===== src/rtl/adc_seq_defines.vh =====
`ifndef ADC_SEQ_DEFINES_VH
`define ADC_SEQ_DEFINES_VH
// ----------------------------------------
// Register byte addresses
// ----------------------------------------
`define ADDR_CONTROL_TWO   6'h00
`define ADDR_INPUT_SELECT  6'h04
`define ADDR_SEQ_CONTROL   6'h08
`define ADDR_STATUS        6'h0C
`define ADDR_IRQ_ENABLE    6'h10
`define ADDR_IRQ_CLEAR     6'h14
`define ADDR_STATE         6'h18
// ----------------------------------------
// Field positions and masks
// ----------------------------------------
`define CTL2_REFERENCE_CONFIG_HI       15
`define CTL2_REFERENCE_CONFIG_LO       13
`define CTL2_OFFSET_CALIBRATION_ENABLE_BIT    12
`define CTL2_SCAN_BIT      10
`define CTL2_SPI_HI        5
`define CTL2_SPI_LO        2
`define CTL2_ALT_BIT       0
`define CTL2_WMASK         16'hF43D
`define CHS_WMASK          16'h8F8F
`define CTL2_RESET         16'h0000
`define CHS_RESET          16'h0000
// ----------------------------------------
// Positive select codes and reference codes
// ----------------------------------------
`define CODE_RESERVED      4'h5
`define REF_SUPPLY         2'h0
`define REF_EXT_POS        2'h1
`define REF_EXT_NEG        2'h1
`define REF_GROUND         2'h0
// ----------------------------------------
// Timing
// ----------------------------------------
`define CLK_MHZ            40
`define SAMPLE_NS          1000
`define CONVERT_NS         3000
`define SAMPLE_CYC         ((`SAMPLE_NS * `CLK_MHZ + 999) / 1000)
`define CONVERT_CYC        ((`CONVERT_NS * `CLK_MHZ + 999) / 1000)
`endif


===== src/rtl/adc_seq_counter.v =====
`timescale 1ns/1ps
`default_nettype none
module adc_seq_counter
(
   input  wire       clk,
   input  wire       rst_n,
   input  wire       restart,
   input  wire       seq_done,
   input  wire [3:0] limit,
   output reg        fire
);
   reg [3:0] count;

   always @(posedge clk or negedge rst_n)
   begin
      if (!rst_n)
      begin
         count <= 4'h0;
         fire  <= 1'b0;
      end
      else
      begin
         fire <= 1'b0;
         if (restart)
         begin
            count <= 4'h0;
         end
         else if (seq_done)
         begin
            if (count >= limit)
            begin
               count <= 4'h0;
               fire  <= 1'b1;
            end
            else
            begin
               count <= count + 4'h1;
            end
         end
      end
   end
endmodule // adc_seq_counter
`default_nettype wire


===== src/rtl/adc_input_sequence_control.v =====
// Register access over AXI4-Lite and the address map were left to the implementer.
`timescale 1ns/1ps
`default_nettype none
`include "adc_seq_defines.vh"
module adc_input_sequence_control
(
   input  wire        SYS_CLK,
   input  wire        RESET_N,
   input  wire [5:0]  S_AXI_AWADDR,
   input  wire        S_AXI_AWVALID,
   output reg         S_AXI_AWREADY,
   input  wire [31:0] S_AXI_WDATA,
   input  wire [3:0]  S_AXI_WSTRB,
   input  wire        S_AXI_WVALID,
   output reg         S_AXI_WREADY,
   output reg  [1:0]  S_AXI_BRESP,
   output reg         S_AXI_BVALID,
   input  wire        S_AXI_BREADY,
   input  wire [5:0]  S_AXI_ARADDR,
   input  wire        S_AXI_ARVALID,
   output reg         S_AXI_ARREADY,
   output reg  [31:0] S_AXI_RDATA,
   output reg  [1:0]  S_AXI_RRESP,
   output reg         S_AXI_RVALID,
   input  wire        S_AXI_RREADY,
   output reg  [3:0]  POSITIVE_SELECT,
   output reg         NEGATIVE_INPUT_ONE,
   output reg         SWITCHES_OPEN,
   output reg         INPUTS_GROUNDED,
   output reg         OFFSET_MEASURE,
   output reg  [1:0]  POSITIVE_REFERENCE,
   output reg  [1:0]  NEGATIVE_REFERENCE,
   output reg         SAMPLING,
   output reg         CONVERTING,
   output reg         IRQ
);
   // ----------------------------------------
   // States and timing
   // ----------------------------------------
   localparam [2:0] ST_IDLE    = 3'b001;
   localparam [2:0] ST_SAMPLE  = 3'b010;
   localparam [2:0] ST_CONVERT = 3'b100;
   localparam integer SAMPLE_INT  = `SAMPLE_CYC;
   localparam integer CONVERT_INT = `CONVERT_CYC;
   localparam [7:0]   SAMPLE_LEN  = SAMPLE_INT[7:0];
   localparam [7:0]   CONVERT_LEN = CONVERT_INT[7:0];

   reg [15:0] converter_control_two;
   reg [15:0] converter_input_select;
   reg [15:0] scan_mask;
   reg        run;
   reg [1:0]  status;
   reg [1:0]  irq_enable;
   reg [2:0]  state;
   reg [7:0]  timer;
   reg        use_mux_b;
   reg [3:0]  scan_index;
   reg [3:0]  next_scan;
   reg        aw_hold;
   reg        w_hold;
   reg [5:0]  aw_addr;
   reg [31:0] w_data;
   reg [3:0]  w_strb;
   reg        reserved_seen;
   integer    i;

   wire [2:0] reference_config          = converter_control_two[`CTL2_REFERENCE_CONFIG_HI:`CTL2_REFERENCE_CONFIG_LO];
   wire       offset_calibration_enable = converter_control_two[`CTL2_OFFSET_CALIBRATION_ENABLE_BIT];
   wire       scan_mux_a_enable         = converter_control_two[`CTL2_SCAN_BIT];
   wire [3:0] sequences_per_interrupt   = converter_control_two[`CTL2_SPI_HI:`CTL2_SPI_LO];
   wire       alternate_sample_mode     = converter_control_two[`CTL2_ALT_BIT];
   wire       mux_b_negative_select     = converter_input_select[15];
   wire [3:0] mux_b_positive_select     = converter_input_select[11:8];
   wire       mux_a_negative_select     = converter_input_select[7];
   wire [3:0] mux_a_positive_select     = converter_input_select[3:0];

   wire       seq_done;
   wire       sample_end  = (state == ST_SAMPLE) && (timer == 8'h00);
   wire       convert_end = (state == ST_CONVERT) && (timer == 8'h00);
   wire       wr_go = aw_hold && w_hold && !S_AXI_BVALID;
   wire       bad_code;

   // ----------------------------------------
   // Next scan channel
   // ----------------------------------------
   always @*
   begin
      next_scan = scan_index;
      for (i = 15; i >= 1; i = i - 1)
      begin
         if (scan_mask[(scan_index + i[3:0]) & 4'hF])
            next_scan = scan_index + i[3:0];
      end
   end

   // ----------------------------------------
   // AXI4-Lite write channel
   // ----------------------------------------
   always @(posedge SYS_CLK or negedge RESET_N)
   begin
      if (!RESET_N)
      begin
         S_AXI_AWREADY          <= 1'b0;
         S_AXI_WREADY           <= 1'b0;
         S_AXI_BVALID           <= 1'b0;
         S_AXI_BRESP            <= 2'h0;
         aw_hold                <= 1'b0;
         w_hold                 <= 1'b0;
         aw_addr                <= 6'h00;
         w_data                 <= 32'h00000000;
         w_strb                 <= 4'h0;
         converter_control_two  <= `CTL2_RESET;
         converter_input_select <= `CHS_RESET;
         scan_mask              <= 16'h0000;
         run                    <= 1'b0;
         irq_enable             <= 2'h0;
      end
      else
      begin
         S_AXI_AWREADY <= !aw_hold && !S_AXI_AWREADY && S_AXI_AWVALID;
         S_AXI_WREADY  <= !w_hold && !S_AXI_WREADY && S_AXI_WVALID;
         if (S_AXI_AWVALID && S_AXI_AWREADY)
         begin
            aw_hold <= 1'b1;
            aw_addr <= S_AXI_AWADDR;
         end
         if (S_AXI_WVALID && S_AXI_WREADY)
         begin
            w_hold <= 1'b1;
            w_data <= S_AXI_WDATA;
            w_strb <= S_AXI_WSTRB;
         end
         if (S_AXI_BVALID && S_AXI_BREADY)
            S_AXI_BVALID <= 1'b0;
         if (wr_go)
         begin
            aw_hold      <= 1'b0;
            w_hold       <= 1'b0;
            S_AXI_BVALID <= 1'b1;
            S_AXI_BRESP  <= 2'h0;
            case (aw_addr)
               `ADDR_CONTROL_TWO:
               begin
                  // Reserved bits 1, 6, 7, 8, 9 and 11 never stored
                  if (w_strb[0])
                     converter_control_two[7:0] <= w_data[7:0] & 8'h3D;
                  if (w_strb[1])
                     converter_control_two[15:8] <= w_data[15:8] & 8'hF4;
               end
               `ADDR_INPUT_SELECT:
               begin
                  if (w_strb[0])
                     converter_input_select[7:0] <= w_data[7:0] & 8'h8F;
                  if (w_strb[1])
                     converter_input_select[15:8] <= w_data[15:8] & 8'h8F;
               end
               `ADDR_SEQ_CONTROL:
               begin
                  if (w_strb[0])
                     run <= w_data[0];
                  if (w_strb[2])
                     scan_mask[7:0] <= w_data[23:16];
                  if (w_strb[3])
                     scan_mask[15:8] <= w_data[31:24];
               end
               `ADDR_IRQ_ENABLE:
                  if (w_strb[0])
                     irq_enable <= w_data[1:0];
               `ADDR_IRQ_CLEAR:
                  S_AXI_BRESP <= 2'h0; // Clear acts in the status block
               default:
                  S_AXI_BRESP <= 2'h2;
            endcase
         end
      end
   end

   // ----------------------------------------
   // Status flags, set wins over clear
   // ----------------------------------------
   wire       seq_irq;
   wire [1:0] clr = (wr_go && aw_addr == `ADDR_IRQ_CLEAR && w_strb[0]) ? w_data[1:0] : 2'h0;
   wire [1:0] set = {sample_end && bad_code, seq_irq};
   assign bad_code = (use_mux_b ? mux_b_positive_select : mux_a_positive_select) == `CODE_RESERVED;

   always @(posedge SYS_CLK or negedge RESET_N)
   begin
      if (!RESET_N)
      begin
         status <= 2'h0;
         IRQ    <= 1'b0;
      end
      else
      begin
         status <= (status & ~clr) | set;
         IRQ    <= |(((status & ~clr) | set) & irq_enable);
      end
   end

   // ----------------------------------------
   // AXI4-Lite read channel
   // ----------------------------------------
   always @(posedge SYS_CLK or negedge RESET_N)
   begin
      if (!RESET_N)
      begin
         S_AXI_ARREADY <= 1'b0;
         S_AXI_RVALID  <= 1'b0;
         S_AXI_RDATA   <= 32'h00000000;
         S_AXI_RRESP   <= 2'h0;
         reserved_seen <= 1'b0;
      end
      else
      begin
         S_AXI_ARREADY <= !S_AXI_ARREADY && !S_AXI_RVALID && S_AXI_ARVALID;
         if (S_AXI_RVALID && S_AXI_RREADY)
            S_AXI_RVALID <= 1'b0;
         if (S_AXI_ARVALID && S_AXI_ARREADY)
         begin
            S_AXI_RVALID <= 1'b1;
            S_AXI_RRESP  <= 2'h0;
            reserved_seen <= ~reserved_seen;
            case (S_AXI_ARADDR)
               `ADDR_CONTROL_TWO:
                  S_AXI_RDATA <= {16'h0000, converter_control_two[15:8],
                                  reserved_seen, converter_control_two[6:0]};
               `ADDR_INPUT_SELECT:
                  S_AXI_RDATA <= {16'h0000, converter_input_select};
               `ADDR_SEQ_CONTROL:
                  S_AXI_RDATA <= {scan_mask, 15'h0000, run};
               `ADDR_STATUS:
                  S_AXI_RDATA <= {30'h0, status};
               `ADDR_IRQ_ENABLE:
                  S_AXI_RDATA <= {30'h0, irq_enable};
               `ADDR_STATE:
                  S_AXI_RDATA <= {20'h00000, scan_index, use_mux_b, 4'h0, state};
               default:
               begin
                  S_AXI_RDATA <= 32'h00000000;
                  S_AXI_RRESP <= 2'h2;
               end
            endcase
         end
      end
   end

   // ----------------------------------------
   // Sample and convert sequencer
   // ----------------------------------------
   always @(posedge SYS_CLK or negedge RESET_N)
   begin
      if (!RESET_N)
      begin
         state      <= ST_IDLE;
         timer      <= 8'h00;
         use_mux_b  <= 1'b0;
         scan_index <= 4'h0;
         SAMPLING   <= 1'b0;
         CONVERTING <= 1'b0;
      end
      else
      begin
         case (state)
            ST_IDLE:
            begin
               use_mux_b <= 1'b0;
               if (run)
               begin
                  state    <= ST_SAMPLE;
                  timer    <= SAMPLE_LEN - 8'h01;
                  SAMPLING <= 1'b1;
                  // A scan never starts on a channel outside a non-empty mask
                  if (scan_mux_a_enable && !scan_mask[scan_index])
                     scan_index <= next_scan;
               end
            end
            ST_SAMPLE:
            begin
               if (timer == 8'h00)
               begin
                  state      <= ST_CONVERT;
                  timer      <= CONVERT_LEN - 8'h01;
                  SAMPLING   <= 1'b0;
                  CONVERTING <= 1'b1;
               end
               else
                  timer <= timer - 8'h01;
            end
            ST_CONVERT:
            begin
               if (timer != 8'h00)
                  timer <= timer - 8'h01;
               else
               begin
                  CONVERTING <= 1'b0;
                  use_mux_b  <= alternate_sample_mode && !use_mux_b;
                  if (scan_mux_a_enable && !use_mux_b)
                     scan_index <= next_scan;
                  if (run)
                  begin
                     state    <= ST_SAMPLE;
                     timer    <= SAMPLE_LEN - 8'h01;
                     SAMPLING <= 1'b1;
                  end
                  else
                     state <= ST_IDLE;
               end
            end
            default:
               state <= ST_IDLE;
         endcase
      end
   end

   // A sequence ends after mux B when alternating, else after each conversion
   assign seq_done = convert_end && (!alternate_sample_mode || use_mux_b);

   adc_seq_counter u_counter
   (
      .clk      (SYS_CLK),
      .rst_n    (RESET_N),
      .restart  (!run),
      .seq_done (seq_done),
      .limit    (sequences_per_interrupt),
      .fire     (seq_irq)
   );

   // Mux choice and scan channel for the sample about to start
   wire       next_mux_b = (state == ST_IDLE) ? 1'b0 : (alternate_sample_mode && !use_mux_b);
   wire [3:0] next_a     = (state == ST_IDLE) ?
                           (scan_mask[scan_index] ? scan_index : next_scan) :
                           (use_mux_b ? scan_index : next_scan);

   // ----------------------------------------
   // Analog switch drive, latched per sample
   // ----------------------------------------
   always @(posedge SYS_CLK or negedge RESET_N)
   begin
      if (!RESET_N)
      begin
         POSITIVE_SELECT    <= 4'h0;
         NEGATIVE_INPUT_ONE <= 1'b0;
         SWITCHES_OPEN      <= 1'b1;
         INPUTS_GROUNDED    <= 1'b0;
         OFFSET_MEASURE     <= 1'b0;
         POSITIVE_REFERENCE <= `REF_SUPPLY;
         NEGATIVE_REFERENCE <= `REF_GROUND;
      end
      else if ((state == ST_IDLE && run) || (convert_end && run))
      begin
         // Codes pass straight through; the mux decodes them
         OFFSET_MEASURE  <= offset_calibration_enable;
         INPUTS_GROUNDED <= offset_calibration_enable;
         SWITCHES_OPEN   <= offset_calibration_enable;
         if (offset_calibration_enable)
         begin
            POSITIVE_SELECT    <= 4'h0;
            NEGATIVE_INPUT_ONE <= 1'b0;
         end
         else if (next_mux_b)
         begin
            POSITIVE_SELECT    <= mux_b_positive_select;
            NEGATIVE_INPUT_ONE <= mux_b_negative_select;
         end
         else
         begin
            POSITIVE_SELECT    <= scan_mux_a_enable ? next_a : mux_a_positive_select;
            NEGATIVE_INPUT_ONE <= mux_a_negative_select;
         end
         case (reference_config)
            3'h1:
            begin
               POSITIVE_REFERENCE <= `REF_EXT_POS;
               NEGATIVE_REFERENCE <= `REF_GROUND;
            end
            3'h2:
            begin
               POSITIVE_REFERENCE <= `REF_SUPPLY;
               NEGATIVE_REFERENCE <= `REF_EXT_NEG;
            end
            3'h3:
            begin
               POSITIVE_REFERENCE <= `REF_EXT_POS;
               NEGATIVE_REFERENCE <= `REF_EXT_NEG;
            end
            default:
            begin
               POSITIVE_REFERENCE <= `REF_SUPPLY;
               NEGATIVE_REFERENCE <= `REF_GROUND;
            end
         endcase
      end
   end

endmodule // adc_input_sequence_control
`default_nettype wire


===== config.mk =====
export PLATFORM = sky130hd
export DESIGN_NAME = adc_input_sequence_control
export DESIGN_NICKNAME = d
export VERILOG_FILES = /design/src/rtl/adc_seq_counter.v /design/src/rtl/adc_input_sequence_control.v
export VERILOG_INCLUDE_DIRS = /design/src /design/src/rtl
export SDC_FILE = /design/constraint.sdc
export NUM_CORES = 1
export LEC_CHECK = 0
export BUFFER_PORTS_ARGS = -buffer_cell sky130_fd_sc_hd__buf_2
export CAP_MARGIN = 20
export CORE_UTILIZATION = 45
export DETAILED_ROUTE_END_ITERATION = 8
export GPL_TIMING_DRIVEN = 0
export PLACE_DENSITY_LB_ADDON = 0.15
export SETUP_SLACK_MARGIN = 0.5
export SYNTH_ARGS = -nofsm -noshare
export SYNTH_HDL_FRONTEND = slang
export SYNTH_SLANG_ARGS = --single-unit

===== constraint.sdc =====
create_clock -name SYS_CLK -period 10.25 [get_ports SYS_CLK]
set_clock_uncertainty 0.2 [all_clocks]
set_input_delay 1.5375 -clock SYS_CLK [delete_from_list [all_inputs] [get_ports SYS_CLK]]
set_output_delay 1.5375 -clock SYS_CLK [all_outputs]
set_load 0.02 [all_outputs]

==> impl_metrics.tcl <==
set metrics [dict create \
    status "completed" \
    antenna_found_initial 1 \
    mostFrequentLayoutCells "dfrtp_1, buf_2, mux2_2, nand2_1, o21ai_0" \
    overflow 0 \
    min_period_over_period_pct 52.5 \
    crit_type "flop to flop" \
    ctsHoldBuffers 0 \
    worst-path-max-fanout 10 \
    ant_nets 0 \
    p_seq_share_pct 36.9 \
    placed_area_um2 10100 \
    worstMarginPinSlew_ps 966 \
    min_path_type "flop to flop" \
    cts_root_buffer "clkbuf_16" \
    htreeDepth 4 \
    ys_seq_area_share_pct 42.4 \
    post_cts.repair.setup_buffers 0 \
    postLayoutCellArea_um2 10700 \
    multi_input_area_um2 4910 \
    grt_pass1_wl_mm 38.8 \
    finalSetupViolations 0 \
    cts_tree "yes" \
    dieArea_um2 21000 \
    start_util_pct 46.5 \
    cts_num_sinks 156 \
    cts.path.max_buffers 2 \
    design.core.area_um2 19800 \
    ys_async_sr_fraction_pct 100 \
    drv_slew 0 \
    setup_tns_ps 0 \
    io_pins 111 \
    synth_cell_types 80 \
    antenna_cells 0 \
    wl_per_cell_um 19.2 \
    cp.arrival_ps 5480 \
    rows 51 \
    yosys_warnings 0 \
    clk_pin_slew_ps 60 \
    grt_start_max_net_pins 105 \
    start_kind "flop" \
    drc 0 \
    finalNetCount 1029 \
    hpwlAfterDp_mm 17.7 \
    post_cts_resized 0 \
    dr.pass1.iters 6 \
    area_growth_pct 16.3 \
    io_buffers 103 \
    relSlewSlack_pct 35.1 \
    power_frac_clock_pct 26.4 \
    syn_inst 834 \
    fill_cells 1786 \
    final_common_cell "dfrtp_1" \
    track_usage_pct 23.4 \
    fin_hold_ws_ps 255 \
    synth_seq_cells 156 \
    grt_pass1_vias 6962 \
    via_count 7304 \
    switchingPower_uw 896 \
    synth-main-ff-cell "dfrtp_1" \
    p_leak_nw 4.84 \
    worstPathRequired_ps 10350 \
    rsz0062_at_grt "false" \
    p_comb_share_pct 36.7 \
    drt-initial-drc-count 711 \
    drive_above_1_share_pct 30.3 \
    critPathCaptureType "flop" \
    routed_via_density 5.90 \
    hold_viol 0 \
    switching_share_pct 36.7 \
    gpl.final_weighted_congestion 0.924 \
    fp.dieH_um 145 \
    fp.dieW_um 145 \
    syn_area_um2 9200 \
    clk_latency_ps 430 \
    seq_area_um2 3910 \
    cts_buffers 17 \
    powerDensity_nw_per_um2 228 \
    syn_area_per_cell_um2 11.0 \
    wl_mm 23.8 \
    fmax_mhz 186 \
    internal_power_mw 1.55 \
    synth_edf_count 0 \
    irDropWorstVdd_mv 0.175 \
    min_period_ps 5380 \
    cap_violations 0 \
]
Yosys cell counts (5+ instances only):
cell	count	area (um2)
dfrtp_1	154	3850
mux2_2	91	1020
nand2_1	90	338
o21ai_0	49	245
a21oi_1	39	195
nor2_1	36	135
mux2i_1	29	290
inv_1	27	101
mux4_2	23	518
clkbuf_1	22	82.6
a22o_1	19	166
ha_1	13	163
nand3_1	13	65.1
nor3_1	13	65.1
a22oi_1	11	82.6
xnor2_1	10	87.6
and3_1	9	56.3
mux4_1	8	210
nand2b_1	8	50.1
o31ai_1	8	60.1
buf_4	7	52.6
mux2_1	7	78.8
nor3b_1	7	52.6
nor4_1	7	43.8
nor2b_1	6	37.5
xor2_1	6	52.6
a21o_1	5	37.5
a221oi_1	5	43.8
and2_1	5	31.3
buf_6	5	56.3
layout make-up:
| type | instances | area share [%] |
|---|---|---|
| tap | 265 | 3.10 |
| multi-input combinational | 608 | 45.9 |
| clock inverter | 14 | 1.66 |
| buffer | 44 | 2.71 |
| sequential | 156 | 36.5 |
| timing repair buffer | 104 | 5.17 |
| inverter | 30 | 1.05 |
| clock buffer | 17 | 3.97 |
worst max-delay path: stages, from the launching register on:
cell	delay, ps
dfrtp_1	460
buf_2	310
clkbuf_1	450
inv_1	320
ha_1	320
xor2_1	650
mux4_1	740
mux2i_1	540
nand2_1	160
o311a_1	150
a2111oi_0	500
o21ai_1	220
nor2_1	140
o21ai_1	80
worst paths after layout:
path / start / end / slack (ps) / cells past startpoint
worst max-delay path: scan_index[1] / POSITIVE_SELECT[2] / 4870 / 13
worst min-delay path: S_AXI_ARREADY / S_AXI_ARREADY / 260 / 1
worst max register to register: scan_index[1] / POSITIVE_SELECT[2] / 4870 / 13
max in group asynchronous: RESET_N / w_data[26] / 8210 / 2
worst min register to register: S_AXI_ARREADY / S_AXI_ARREADY / 260 / 1
min in group asynchronous: RESET_N / w_data[4] / 810 / 1
logic make-up after synthesis:
family,share of synthesized area (%)
AOI/OAI and AO/OA,14.8
xor gates and xnor gates,1.52
adders and majority gates,1.77
buffers and inverters,4.38
DFF,42.4
muxes,23.9
other,0.0407
and+or+nand+nor,11.1
sequential cells by signal (all words and copies together), names as in the netlist, 2 cells and up:
| register | cells |
|---|---|
| S_AXI_RDATA | 31 |
| w_data | 31 |
| scan_mask | 16 |
| converter_control_two | 10 |
| converter_input_select | 10 |
| timer | 8 |
| aw_addr | 6 |
| POSITIVE_SELECT | 4 |
| scan_index | 4 |
| u_counter.count | 4 |
| w_strb | 4 |
| state | 3 |
| irq_enable | 2 |
| status | 2 |
power groups by stage:
stage	clock [mW]	combinational (mW)	sequential, mW
after floorplan	0	0.667	0.879
after global placement	0	0.873	0.907
after detailed placement	0	0.884	0.910
after CTS	0.662	0.890	0.900
after global routing	0.682	0.984	0.923
final	0.645	0.898	0.901
routing by layer:
metal / track usage (%) / vias up / share of wire [%]
met3: 4.87 / 31 / 6.9
met5: 0 / - / 0.055
met2: 34.0 / 284 / 44
li1: - / 3374 / -
met4: 6.60 / 2 / 1.6
met1: 35.0 / 3613 / 48
stage by stage:
stage               std cells  total power, mW  util, %  worst slack (ps)
floorplan                 838             1.55        -              6230
global placement         1206             1.78     50.9              5020
detailed placement       1207             1.79     51.1              5070
CTS                      1238             2.45     54.1              5040
global route             1238             2.59     54.1              4590
finish                   1238             2.44     54.1              4870
(Power assumes the default switching activity.)
